===== src/design/rts_params.svh =====
// constants for the resistive touch sequencer: offsets, fields, resets, timing
`ifndef RTS_PARAMS_SVH
`define RTS_PARAMS_SVH

// ************************************************************
// register byte offsets
// ************************************************************
`define RTS_OFS_CTRL 5'h00
`define RTS_OFS_SETTLE 5'h04
`define RTS_OFS_STATUS 5'h08
`define RTS_OFS_XPOS 5'h0c
`define RTS_OFS_YPOS 5'h10
`define RTS_OFS_XSCALE 5'h14
`define RTS_OFS_YSCALE 5'h18

// ************************************************************
// field positions and reset values
// ************************************************************
`define RTS_CTRL_EN 0
`define RTS_CTRL_MODE_LO 1
`define RTS_CTRL_MODE_HI 2
`define RTS_CTRL_WID_LO 3
`define RTS_CTRL_WID_HI 4
`define RTS_ST_WAKE 0
`define RTS_ST_SLEEP 1
`define RTS_ST_NEW 2
`define RTS_CTRL_RST 32'h0000_0008
`define RTS_WID_8 2'h0
`define RTS_WID_10 2'h1
`define RTS_WID_12 2'h2
`define RTS_MODE_4W 2'h0
`define RTS_MODE_5W 2'h1
`define RTS_MODE_8W 2'h2

// ************************************************************
// electrode indices (five-wire reuses 0..4)
// ************************************************************
`define RTS_PAD_XP 0
`define RTS_PAD_XN 1
`define RTS_PAD_YP 2
`define RTS_PAD_YN 3
`define RTS_PAD_YPS 4
`define RTS_PAD_YNS 5
`define RTS_PAD_XPS 6
`define RTS_PAD_XNS 7
`define RTS_PAD_UL 0
`define RTS_PAD_UR 1
`define RTS_PAD_LL 2
`define RTS_PAD_LR 3
`define RTS_PAD_SNS 4
`define RTS_NPADS 8

// ************************************************************
// timing
// ************************************************************
`define RTS_CLK_NS 10
`define RTS_SETTLE_NS 1000
`define RTS_SETTLE_CYC ((`RTS_SETTLE_NS + `RTS_CLK_NS - 1) / `RTS_CLK_NS)
`define RTS_NSAMP 5
`define RTS_LAST_REP 3'h4
`define RTS_SYNC_LAT 16'h0003 // pad lag, two sync stages, edge detect

`endif


===== src/design/rts_pkg.sv =====
// types shared by the resistive touch sequencer
package rts_pkg;
   typedef enum logic [3:0] {
      ST_OFF, ST_ARM, ST_SLEEP, ST_SETTLE, ST_START, ST_WAIT,
      ST_MEDIAN, ST_PUBLISH, ST_CHECK
   } rts_state_t;
   typedef enum logic [1:0] {PH_FLOAT, PH_WAKE, PH_Y, PH_X} rts_phase_t;
endpackage : rts_pkg


===== src/design/rts_median5.sv =====
// five-sample window with combinational median pick
`timescale 1ns/100ps
`default_nettype none
`include "rts_params.svh"
module rts_median5
   import rts_pkg::*;
#(
   parameter int DW = 12
) (
   // clock and reset
   input wire logic clk,
   input wire logic resetn,
   // sample stream
   input wire logic push,
   input wire logic [DW-1:0] sample,
   // result
   output logic [DW-1:0] median
);
   logic [DW-1:0] win_r [`RTS_NSAMP];
   logic [`RTS_NSAMP-1:0] isMed;

   // shift window of the last five conversions
   always_ff @(posedge clk) begin
      if (!resetn) begin
         for (int i = 0; i < `RTS_NSAMP; i++) win_r[i] <= '0;
      end else if (push) begin
         win_r[0] <= sample;
         for (int i = 1; i < `RTS_NSAMP; i++) win_r[i] <= win_r[i-1];
      end
   end

   // rank each entry; ties broken by index so exactly one has rank two
   genvar g;
   generate
      for (g = 0; g < `RTS_NSAMP; g++) begin : gRank
         always_comb begin
            int cnt;
            cnt = 0;
            for (int j = 0; j < `RTS_NSAMP; j++) begin
               if (win_r[j] < win_r[g] || (win_r[j] == win_r[g] && j < g))
                  cnt++;
            end
            isMed[g] = (cnt == 2);
         end
      end
   endgenerate

   // select the middle entry
   always_comb begin
      median = '0;
      for (int i = 0; i < `RTS_NSAMP; i++) begin
         if (isMed[i]) median = win_r[i];
      end
   end
endmodule : rts_median5
`default_nettype wire


===== src/design/rts_sequencer.sv =====
// resistive touch panel electrode sequencer with avalon-mm register slave
// Functional notes
// - four-wire vertical: y positive electrode high, y negative low
// - vertical: x negative floats unpulled, x positive routed to converter
// - full scale follows converter width; 12-bit gives 4096 counts
// - panel scale equals full scale: raw result forwarded unchanged
// - horizontal: drive x pair, sample one y electrode, other y floats
// - four-wire wake arm: x positive becomes pulled-up wake input
// - four-wire wake: x negative, y positive unpulled inputs, y negative low
// - wake input responds to falling edge of x positive before sleep
// - pen-down low on wake pin raises wake event, leaves sleep, measures
// - keep reading until pen-up seen, then re-arm wake and sleep
// - eight-wire: separate conversions on positive and negative y sense pads
// - eight-wire: sense difference replaces nominal full scale
// - eight-wire: x sense pair and its difference for the horizontal axis
// - five-wire horizontal: right pads high, left pads low, convert sense
// - five-wire vertical: upper pads high, lower pads low, convert sense
// - five-wire wake: three corners float, fourth pulled wake, sense low
// - five-wire pen-down pulling wake corner low triggers wake event
// - conversion width defaults to 10 bits; 8 and 12 selectable
// - configurable settling delay before conversion, zero allowed
// - five consecutive conversions per coordinate, median reported
`timescale 1ns/100ps
`default_nettype none
`include "rts_params.svh"
module rts_sequencer
   import rts_pkg::*;
#(
   parameter int DW = 12,
   parameter logic [15:0] SETTLE_RST = 16'(`RTS_SETTLE_CYC)
) (
   // clock and reset
   input wire logic clk,
   input wire logic resetn,
   // avalon-mm register slave
   input wire logic [4:0] avsAddress,
   input wire logic avsRead,
   input wire logic avsWrite,
   input wire logic [31:0] avsWritedata,
   input wire logic [3:0] avsByteenable,
   output logic [31:0] avsReaddata,
   output logic avsWaitrequest,
   // panel electrodes
   input wire logic [`RTS_NPADS-1:0] padIn,
   output logic [`RTS_NPADS-1:0] padOut,
   output logic [`RTS_NPADS-1:0] padOe,
   output logic [`RTS_NPADS-1:0] padPullUp,
   // converter
   output logic adcStart,
   output logic [2:0] adcChannel,
   output logic [1:0] adcWidth,
   input wire logic adcDone,
   input wire logic [DW-1:0] adcData,
   // status to system
   output logic wakeEvent,
   output logic sleeping
);
   // ************************************************************
   // registers and state
   // ************************************************************
   logic [31:0] ctrl_r;
   logic [15:0] settle_r;
   logic wakeFlag_r, newFlag_r;
   logic [DW-1:0] xPos_r, yPos_r, senseP_r, sample_r;
   logic [DW:0] xScale_r, yScale_r;
   rts_state_t state_r;
   logic axis_r; // 0 vertical, 1 horizontal
   logic [1:0] step_r; // 0 main, 1 positive sense, 2 negative sense
   logic [2:0] rep_r;
   logic [15:0] cnt_r;
   logic [`RTS_NPADS-1:0] padMeta_r, padSync_r;
   logic wakePrev_r, penDown;
   logic push;
   logic [DW-1:0] median, dataMasked;
   logic [DW:0] fullScale;
   logic enable;
   logic [1:0] mode, wid;
   logic wrAcc, rdAcc;
   logic [31:0] rdMux;
   rts_phase_t phase;
   logic [`RTS_NPADS-1:0] cfgOe, cfgOut, cfgPull;
   logic [2:0] cfgCh;

   assign enable = ctrl_r[`RTS_CTRL_EN];
   assign mode = ctrl_r[`RTS_CTRL_MODE_HI:`RTS_CTRL_MODE_LO];
   assign wid = ctrl_r[`RTS_CTRL_WID_HI:`RTS_CTRL_WID_LO];

   // ************************************************************
   // avalon slave: one wait cycle, then the request completes
   // ************************************************************
   assign wrAcc = avsWrite && !avsWaitrequest;
   assign rdAcc = avsRead && !avsWaitrequest;

   // waitrequest drops for exactly one cycle per request
   always_ff @(posedge clk) begin
      if (!resetn) begin
         avsWaitrequest <= 1'b1;
      end else begin
         avsWaitrequest <= !((avsRead || avsWrite) && avsWaitrequest);
      end
   end

   // read mux; unmapped offsets read zero
   always_comb begin
      rdMux = '0;
      unique case (avsAddress)
         `RTS_OFS_CTRL: rdMux = ctrl_r;
         `RTS_OFS_SETTLE: rdMux = {16'h0000, settle_r};
         `RTS_OFS_STATUS: begin
            rdMux[`RTS_ST_WAKE] = wakeFlag_r;
            rdMux[`RTS_ST_SLEEP] = sleeping;
            rdMux[`RTS_ST_NEW] = newFlag_r;
         end
         `RTS_OFS_XPOS: rdMux[DW-1:0] = xPos_r;
         `RTS_OFS_YPOS: rdMux[DW-1:0] = yPos_r;
         `RTS_OFS_XSCALE: rdMux[DW:0] = xScale_r;
         `RTS_OFS_YSCALE: rdMux[DW:0] = yScale_r;
         default: rdMux = '0;
      endcase
   end

   // read data loaded with the cycle that drops waitrequest
   always_ff @(posedge clk) begin
      if (!resetn) begin
         avsReaddata <= '0;
      end else if (avsRead && avsWaitrequest) begin
         avsReaddata <= rdMux;
      end
   end

   // byte-lane merge for writable registers
   function automatic logic [31:0] merge(input logic [31:0] old,
                                         input logic [31:0] wd,
                                         input logic [3:0] be);
      logic [31:0] res;
      res = old;
      for (int b = 0; b < 4; b++) begin
         if (be[b]) res[8*b +: 8] = wd[8*b +: 8];
      end
      return res;
   endfunction : merge

   // control register: enable, panel type, converter width
   always_ff @(posedge clk) begin
      if (!resetn) begin
         ctrl_r <= `RTS_CTRL_RST;
      end else if (wrAcc && avsAddress == `RTS_OFS_CTRL) begin
         ctrl_r <= merge(ctrl_r, avsWritedata, avsByteenable) &
                   32'h0000_001f;
      end
   end

   // settling delay in clock cycles
   always_ff @(posedge clk) begin
      if (!resetn) begin
         settle_r <= SETTLE_RST;
      end else if (wrAcc && avsAddress == `RTS_OFS_SETTLE) begin
         settle_r <= 16'(merge({16'h0000, settle_r}, avsWritedata,
                               avsByteenable));
      end
   end

   // ************************************************************
   // pad input synchroniser and wake edge detect
   // ************************************************************
   always_ff @(posedge clk) begin
      if (!resetn) begin
         padMeta_r <= '1;
         padSync_r <= '1;
         wakePrev_r <= 1'b1;
      end else begin
         padMeta_r <= padIn;
         padSync_r <= padMeta_r;
         wakePrev_r <= padSync_r[`RTS_PAD_XP];
      end
   end

   // falling edge on the pulled-up wake pad (x positive or upper left)
   assign penDown = wakePrev_r && !padSync_r[`RTS_PAD_XP];

   // ************************************************************
   // converter data handling
   // ************************************************************
   // keep only the selected width; full scale is two to the width
   always_comb begin
      dataMasked = adcData;
      fullScale = '0;
      unique case (wid)
         `RTS_WID_8: begin
            dataMasked = adcData & DW'(12'h0ff);
            fullScale = (DW+1)'(13'h0100);
         end
         `RTS_WID_12: begin
            fullScale = (DW+1)'(13'h1000);
         end
         default: begin
            dataMasked = adcData & DW'(12'h3ff);
            fullScale = (DW+1)'(13'h0400);
         end
      endcase
   end

   assign push = (state_r == ST_WAIT) && adcDone && (step_r == 2'h0);

   rts_median5 #(
      .DW(DW)
   ) uMedian (
      .clk(clk),
      .resetn(resetn),
      .push(push),
      .sample(dataMasked),
      .median(median)
   );

   // ************************************************************
   // sequencer state machine
   // ************************************************************
   always_ff @(posedge clk) begin
      if (!resetn) begin
         state_r <= ST_OFF;
         axis_r <= 1'b0;
         step_r <= 2'h0;
         rep_r <= '0;
         cnt_r <= '0;
      end else if (!enable) begin
         state_r <= ST_OFF;
      end else begin
         unique case (state_r)
            ST_OFF: begin
               cnt_r <= '0;
               state_r <= ST_ARM;
            end
            ST_ARM: begin
               // wake pattern settles before the edge detector is trusted
               if (cnt_r >= settle_r && cnt_r >= `RTS_SYNC_LAT) begin
                  state_r <= ST_SLEEP;
               end else begin
                  cnt_r <= cnt_r + 16'h0001;
               end
            end
            ST_SLEEP: begin
               if (penDown) begin
                  axis_r <= 1'b0;
                  step_r <= 2'h0;
                  rep_r <= '0;
                  cnt_r <= '0;
                  state_r <= ST_SETTLE;
               end
            end
            ST_SETTLE: begin
               if (cnt_r >= settle_r) begin
                  state_r <= ST_START;
               end else begin
                  cnt_r <= cnt_r + 16'h0001;
               end
            end
            ST_START: begin
               state_r <= ST_WAIT;
            end
            ST_WAIT: begin
               if (adcDone) begin
                  cnt_r <= '0;
                  if (step_r != 2'h0) begin
                     // eight-wire sense pair
                     if (step_r == 2'h1) begin
                        step_r <= 2'h2;
                        state_r <= ST_SETTLE;
                     end else if (!axis_r) begin
                        axis_r <= 1'b1;
                        step_r <= 2'h0;
                        state_r <= ST_SETTLE;
                     end else begin
                        state_r <= ST_PUBLISH;
                     end
                  end else if (rep_r == `RTS_LAST_REP) begin
                     rep_r <= '0;
                     state_r <= ST_MEDIAN;
                  end else begin
                     rep_r <= rep_r + 3'h1;
                     state_r <= ST_START;
                  end
               end
            end
            ST_MEDIAN: begin
               cnt_r <= '0;
               if (mode == `RTS_MODE_8W) begin
                  step_r <= 2'h1;
                  state_r <= ST_SETTLE;
               end else if (!axis_r) begin
                  axis_r <= 1'b1;
                  state_r <= ST_SETTLE;
               end else begin
                  state_r <= ST_PUBLISH;
               end
            end
            ST_PUBLISH: begin
               // pen-up test uses the pulled-up wake pattern
               cnt_r <= '0;
               state_r <= ST_CHECK;
            end
            ST_CHECK: begin
               // never sample a stale drive level still in the synchroniser
               if (cnt_r < settle_r || cnt_r < `RTS_SYNC_LAT) begin
                  cnt_r <= cnt_r + 16'h0001;
               end else if (padSync_r[`RTS_PAD_XP]) begin
                  cnt_r <= '0;
                  state_r <= ST_ARM;
               end else begin
                  axis_r <= 1'b0;
                  step_r <= 2'h0;
                  cnt_r <= '0;
                  state_r <= ST_SETTLE;
               end
            end
         endcase
      end
   end

   // ************************************************************
   // result capture
   // ************************************************************
   always_ff @(posedge clk) begin
      if (!resetn) begin
         xPos_r <= '0;
         yPos_r <= '0;
         senseP_r <= '0;
         sample_r <= '0;
         xScale_r <= '0;
         yScale_r <= '0;
      end else if (state_r == ST_MEDIAN) begin
         // raw median forwarded, no scaling arithmetic
         if (axis_r) xPos_r <= median;
         else yPos_r <= median;
         if (axis_r) xScale_r <= fullScale;
         else yScale_r <= fullScale;
      end else if (state_r == ST_WAIT && adcDone) begin
         sample_r <= dataMasked;
         if (step_r == 2'h1) senseP_r <= dataMasked;
         if (step_r == 2'h2) begin
            // sense difference overrides nominal scale
            if (axis_r) xScale_r <= {1'b0, senseP_r - dataMasked};
            else yScale_r <= {1'b0, senseP_r - dataMasked};
         end
      end
   end

   // status flags: hardware set wins over a write-one clear
   always_ff @(posedge clk) begin
      if (!resetn) begin
         wakeFlag_r <= 1'b0;
         newFlag_r <= 1'b0;
      end else begin
         if (state_r == ST_SLEEP && penDown) begin
            wakeFlag_r <= 1'b1;
         end else if (wrAcc && avsAddress == `RTS_OFS_STATUS &&
                      avsByteenable[0] && avsWritedata[`RTS_ST_WAKE]) begin
            wakeFlag_r <= 1'b0;
         end
         if (state_r == ST_PUBLISH) begin
            newFlag_r <= 1'b1;
         end else if (wrAcc && avsAddress == `RTS_OFS_STATUS &&
                      avsByteenable[0] && avsWritedata[`RTS_ST_NEW]) begin
            newFlag_r <= 1'b0;
         end
      end
   end

   // ************************************************************
   // electrode configuration
   // ************************************************************
   always_comb begin
      unique case (state_r)
         ST_OFF: phase = PH_FLOAT;
         ST_ARM, ST_SLEEP, ST_PUBLISH, ST_CHECK: phase = PH_WAKE;
         default: phase = axis_r ? PH_X : PH_Y;
      endcase
   end

   // drive pattern per panel type and phase; undriven pads float
   always_comb begin
      cfgOe = '0;
      cfgOut = '0;
      cfgPull = '0;
      cfgCh = 3'(`RTS_PAD_XP);
      if (mode == `RTS_MODE_5W) begin
         unique case (phase)
            PH_WAKE: begin
               cfgPull[`RTS_PAD_UL] = 1'b1;
               cfgOe[`RTS_PAD_SNS] = 1'b1;
            end
            PH_X: begin
               cfgOe[`RTS_PAD_UL] = 1'b1;
               cfgOe[`RTS_PAD_LL] = 1'b1;
               cfgOe[`RTS_PAD_UR] = 1'b1;
               cfgOe[`RTS_PAD_LR] = 1'b1;
               cfgOut[`RTS_PAD_UR] = 1'b1;
               cfgOut[`RTS_PAD_LR] = 1'b1;
               cfgCh = 3'(`RTS_PAD_SNS);
            end
            PH_Y: begin
               cfgOe[`RTS_PAD_UL] = 1'b1;
               cfgOe[`RTS_PAD_LL] = 1'b1;
               cfgOe[`RTS_PAD_UR] = 1'b1;
               cfgOe[`RTS_PAD_LR] = 1'b1;
               cfgOut[`RTS_PAD_UL] = 1'b1;
               cfgOut[`RTS_PAD_UR] = 1'b1;
               cfgCh = 3'(`RTS_PAD_SNS);
            end
            PH_FLOAT: cfgCh = 3'(`RTS_PAD_SNS);
         endcase
      end else begin
         unique case (phase)
            PH_WAKE: begin
               cfgPull[`RTS_PAD_XP] = 1'b1;
               cfgOe[`RTS_PAD_YN] = 1'b1;
            end
            PH_Y: begin
               cfgOe[`RTS_PAD_YP] = 1'b1;
               cfgOut[`RTS_PAD_YP] = 1'b1;
               cfgOe[`RTS_PAD_YN] = 1'b1;
               cfgCh = 3'(`RTS_PAD_XP);
               if (step_r == 2'h1) cfgCh = 3'(`RTS_PAD_YPS);
               if (step_r == 2'h2) cfgCh = 3'(`RTS_PAD_YNS);
            end
            PH_X: begin
               cfgOe[`RTS_PAD_XP] = 1'b1;
               cfgOut[`RTS_PAD_XP] = 1'b1;
               cfgOe[`RTS_PAD_XN] = 1'b1;
               cfgCh = 3'(`RTS_PAD_YP);
               if (step_r == 2'h1) cfgCh = 3'(`RTS_PAD_XPS);
               if (step_r == 2'h2) cfgCh = 3'(`RTS_PAD_XNS);
            end
            PH_FLOAT: cfgCh = 3'(`RTS_PAD_XP);
         endcase
      end
   end

   // ************************************************************
   // registered outputs
   // ************************************************************
   always_ff @(posedge clk) begin
      if (!resetn) begin
         padOe <= '0;
         padOut <= '0;
         padPullUp <= '0;
         adcChannel <= '0;
         adcWidth <= `RTS_WID_10;
      end else begin
         padOe <= cfgOe;
         padOut <= cfgOut;
         padPullUp <= cfgPull;
         adcChannel <= cfgCh;
         adcWidth <= wid;
      end
   end

   // one-cycle strobes and sleep level
   always_ff @(posedge clk) begin
      if (!resetn) begin
         adcStart <= 1'b0;
         wakeEvent <= 1'b0;
         sleeping <= 1'b0;
      end else begin
         adcStart <= (state_r == ST_START);
         wakeEvent <= enable && (state_r == ST_SLEEP) && penDown;
         sleeping <= (state_r == ST_SLEEP);
      end
   end
endmodule : rts_sequencer
`default_nettype wire


===== config.mk =====
export PLATFORM = sky130hd
export DESIGN_NAME = rts_sequencer
export DESIGN_NICKNAME = d
export VERILOG_FILES = /design/src/design/rts_pkg.sv /design/src/design/rts_median5.sv /design/src/design/rts_sequencer.sv
export VERILOG_INCLUDE_DIRS = /design/src /design/src/design
export SDC_FILE = /design/constraint.sdc
export NUM_CORES = 1
export LEC_CHECK = 0
export ABC_AREA = 1
export CORE_AREA = 2 2 153 155
export CTS_CLUSTER_DIAMETER = 150
export DETAILED_ROUTE_END_ITERATION = 10
export DIE_AREA = 0 0 155 157
export DONT_BUFFER_PORTS = 1
export PLACE_DENSITY = 0.8
export RECOVER_POWER = 100
export SKIP_CTS_REPAIR_TIMING = 1
export SYNTH_ARGS = -nofsm -noshare
export SYNTH_HDL_FRONTEND = slang
export SYNTH_HIERARCHICAL = 1
export SYNTH_SLANG_ARGS = --single-unit

===== constraint.sdc =====
create_clock -name clk -period 4 [get_ports clk]
set_clock_uncertainty 0.1 [all_clocks]
set_input_delay 0.6 -clock clk [delete_from_list [all_inputs] [get_ports clk]]
set_output_delay 0.6 -clock clk [all_outputs]
set_load 0.03 [all_outputs]

==> impl_metrics.toml <==
[run_status]
outcome = "complete, but fails checks"
violations = "max-capacitance violations, max-slew violations"

[final_layout]
nets = 2251
n_fill_cell = 1926
design_area_mm2 = 0.0156
diodes = 0
stdcell_count = 2320
drive_gt1_share_pct = 8.55
syn_to_final_growth_pct = 7.62

[power]
p_leak_nw = 7.57
ir_drop_mv = 0.492
powerDensity_mw_per_mm2 = 348
p_total_mw = 5.41

[run]
max_cap_viol_count = 2

[clocking]
cts_buffers = 23
path_clk_slew_ns = 0.06
root_buffer = "clkbuf_16"
cts_sinks = 208
cts_tree = "yes"
clk_latency_ns = 0.52
cts_buffer_depth = 3
cts-htree-levels = 1

[synth]
synth_xor_area_share_pct = 0.727
synth.top_cells.by_count = "nand2_1 (422), inv_1 (292), nor2_1 (189)"
netlist_area_mm2 = 0.0145
synth.yosys.warnings = 6
synth_top_family_by_area = "simple AND/OR/NAND/NOR gates"
yosys.area_share.simple_pct = 26.8
synthFlopType = "dfxtp_1"
synthArstFlopShare_pct = 0
netlist-cell-type-count = 59
synth-compound-area-share_pct = 13.1
synth_area_leader_cell = "dfxtp_1"
yosysSeqAreaShare_pct = 32.9
avgSynthCellArea_um2 = 7.21
synthCells = 2007
synth_area_leaders = "dfxtp_1 (20%), ha_1 (14%), edfxtp_1 (12%)"
synth_adder_area_share_pct = 14.5
ys_seq_elements = 208
synth_edf_count = 60
synthMuxAreaShare_pct = 0
synth_most_common_cell = "nand2_1"
synth.top_cell.area_share_pct = 20.5

[worst_setup_path]
crit_fanout = 6
reg2reg_depth = 26
cp-start-kind = "flop"
reg2reg_slack_ns = 0.13
arrival_ns = 4.22
crit_required_ns = 4.35
end_kind = "flop"
worstReg2RegStart = "uMedian/win_r[0][1]$_SDFFCE_PN0P_"
r2r-end = "yPos_r[8]$_SDFFE_PN0P_"
critPathKind = "reg -> reg"
startpoint = "uMedian/win_r[0][1]$_SDFFCE_PN0P_"

[sta]
fin_crit_sh_pct = 96.8
tightestPinTransition_ns = 1.69
final-hold-violation-count = 0
setup_viol = 0
relSlewSlack_pct = -13.0
drv_slew = 86
min_period_ns = 3.87
max_freq_mhz = 258

[die]
top_level_ports = 131
die_y_um = 157
num_rows = 55
dieArea_mm2 = 0.0243
start_util_pct = 64.3
die_x_um = 155
core_area_mm2 = 0.0225

[place]
port_buffers = 0
post_dp_cell_area_mm2 = 0.0146
dp_hpwl_mm = 29.9
gp_congestion = 0.949
dp_cells = 2258

[hold_path]
worstHoldPathCells = 1
hold_path_startpoint = "resetn"
hp-class = "in -> reg"
worstHoldEndpoint = "wakePrev_r$_SDFF_PN1_"

[grt]
grt_use_total_pct = 32.3
grt-ovfl-total = 0
grt_pass1_vias = 12500
grt_max_degree = 90
antenna_found_initial = 0
grt_pass1_wl_mm = 62.9

[detailed_routing]
drt_first_pass_iters = 6
wl_per_cell_um = 17.2
viasPerCell = 5.78
vias = 13400
drt-initial-drc-count = 1245
antenna_left = 0
drc = 0
wirelength_mm = 40.0
area by class of cell:
| class | count | area (µm²) | share of cell area (%) |
|---|---|---|---|
| multi-input combinational | 1432 | 8150 | 52.3 |
| tap | 285 | 357 | 2.29 |
| timing repair buffer | 48 | 390 | 2.51 |
| sequential | 208 | 4760 | 30.6 |
| clock inverter | 14 | 148 | 0.948 |
| inverter | 305 | 1150 | 7.38 |
| clock buffer | 28 | 614 | 3.95 |
metal layers:
layer / up-vias / GRT usage, % / share of wire [%]
met5: - / 0 / 0
met4: 0 / 13.3 / 4.1
met3: 115 / 4.27 / 7.5
met2: 560 / 52.9 / 45
met1: 6196 / 43.4 / 43
li1: 6544 / - / -
through the flow:
step | TNS [ns] | setup slack [ns] | hold slack (ns) | utilization, %
after floorplan | 0 | 0.675 | 0.293 | -
after global placement | 0 | 0.202 | 0.293 | 64.9
after detailed placement | 0 | 0.119 | 0.324 | 64.9
after CTS | 0 | 0.0617 | 0.0358 | 68.2
after global routing | -0.872 | -0.0870 | 0.0571 | 69.2
final | 0 | 0.128 | 0.0547 | 69.2
state kept, by name, indices dropped and copies added, names as in the netlist, 2 cells and up:
| register | flops |
|---|---|
| adcChannel | 3 |
| adcWidth | 2 |
| avsReaddata | 16 |
| cnt_r | 16 |
| ctrl_r | 5 |
| padOe | 4 |
| padOut | 4 |
| rep_r | 3 |
| senseP_r | 12 |
| settle_r | 16 |
| state_r | 4 |
| step_r | 2 |
| uMedian/win_r | 60 |
| xPos_r | 12 |
| xScale_r | 13 |
| yPos_r | 12 |
| yScale_r | 13 |
report_power, final:
part / switching (mW) / internal, mW / total [mW]
Clock: 0.904 / 1.24 / 2.14
Combinational: 0.689 / 0.343 / 1.03
Sequential: 0.0449 / 2.19 / 2.24
Total: 1.64 / 3.78 / 5.41
kinds of logic (layout without fill, tap and decap cells):
family                   count (synthesis)  in the layout
AND/OR/NAND/NOR                        880            880
buffers and inverters                  396            395
AO/OA/AOI/OAI                          343            343
flip-flops                             208            208
adder cells (fa/ha/maj)                167            167
XOR/XNOR                                12             12
other                                    1             30
critical path, stage by stage (launching register included):
cell and delay, ns:
edfxtp_1 0.58, ha_1 0.37, inv_1 0.08, nor2_1 0.05, o21bai_1 0.14, nand2_1 0.07, nand2_1 0.06, nand3_1 0.06
nand2_1 0.12, inv_1 0.08, ha_1 0.30, nand4_1 0.15, nand2_1 0.11, inv_1 0.05, ha_1 0.19, nand2_1 0.08
o21ai_1 0.08, nand2_2 0.21, clkbuf_1 0.20, nand3_1 0.14, nand2_1 0.08, inv_1 0.04, nand2_1 0.06, nand2_1 0.05
nand2_1 0.08, nand3_1 0.08, a21oi_1 0.18
cell usage in the layout (no fill, tap or decap), drive strengths merged, types with 9 or more instances in the layout:
cell type	n
xor2	10
inv	305
nor3	17
dfxtp	148
conb	30
nand2	448
a221oi	9
edfxtp	60
nor2	208
nand4	41
ha	166
buf	45
nand3	147
a21oi	182
clkbuf	31
o21ai	115
how the worst max path moves through the flow:
stage	end	slack (ns)	cells past startpoint
global placement	yPos_r[0]$_SDFFE_PN0P_	0.20	24
finish	yPos_r[8]$_SDFFE_PN0P_	0.13	26
CTS	yPos_r[7]$_SDFFE_PN0P_	0.06	26
floorplan	yPos_r[3]$_SDFFE_PN0P_	0.67	28
global route	yPos_r[11]$_SDFFE_PN0P_	-0.09	24
detailed placement	yPos_r[3]$_SDFFE_PN0P_	0.12	26
Note: power is estimated with default switching activity, not from simulation.
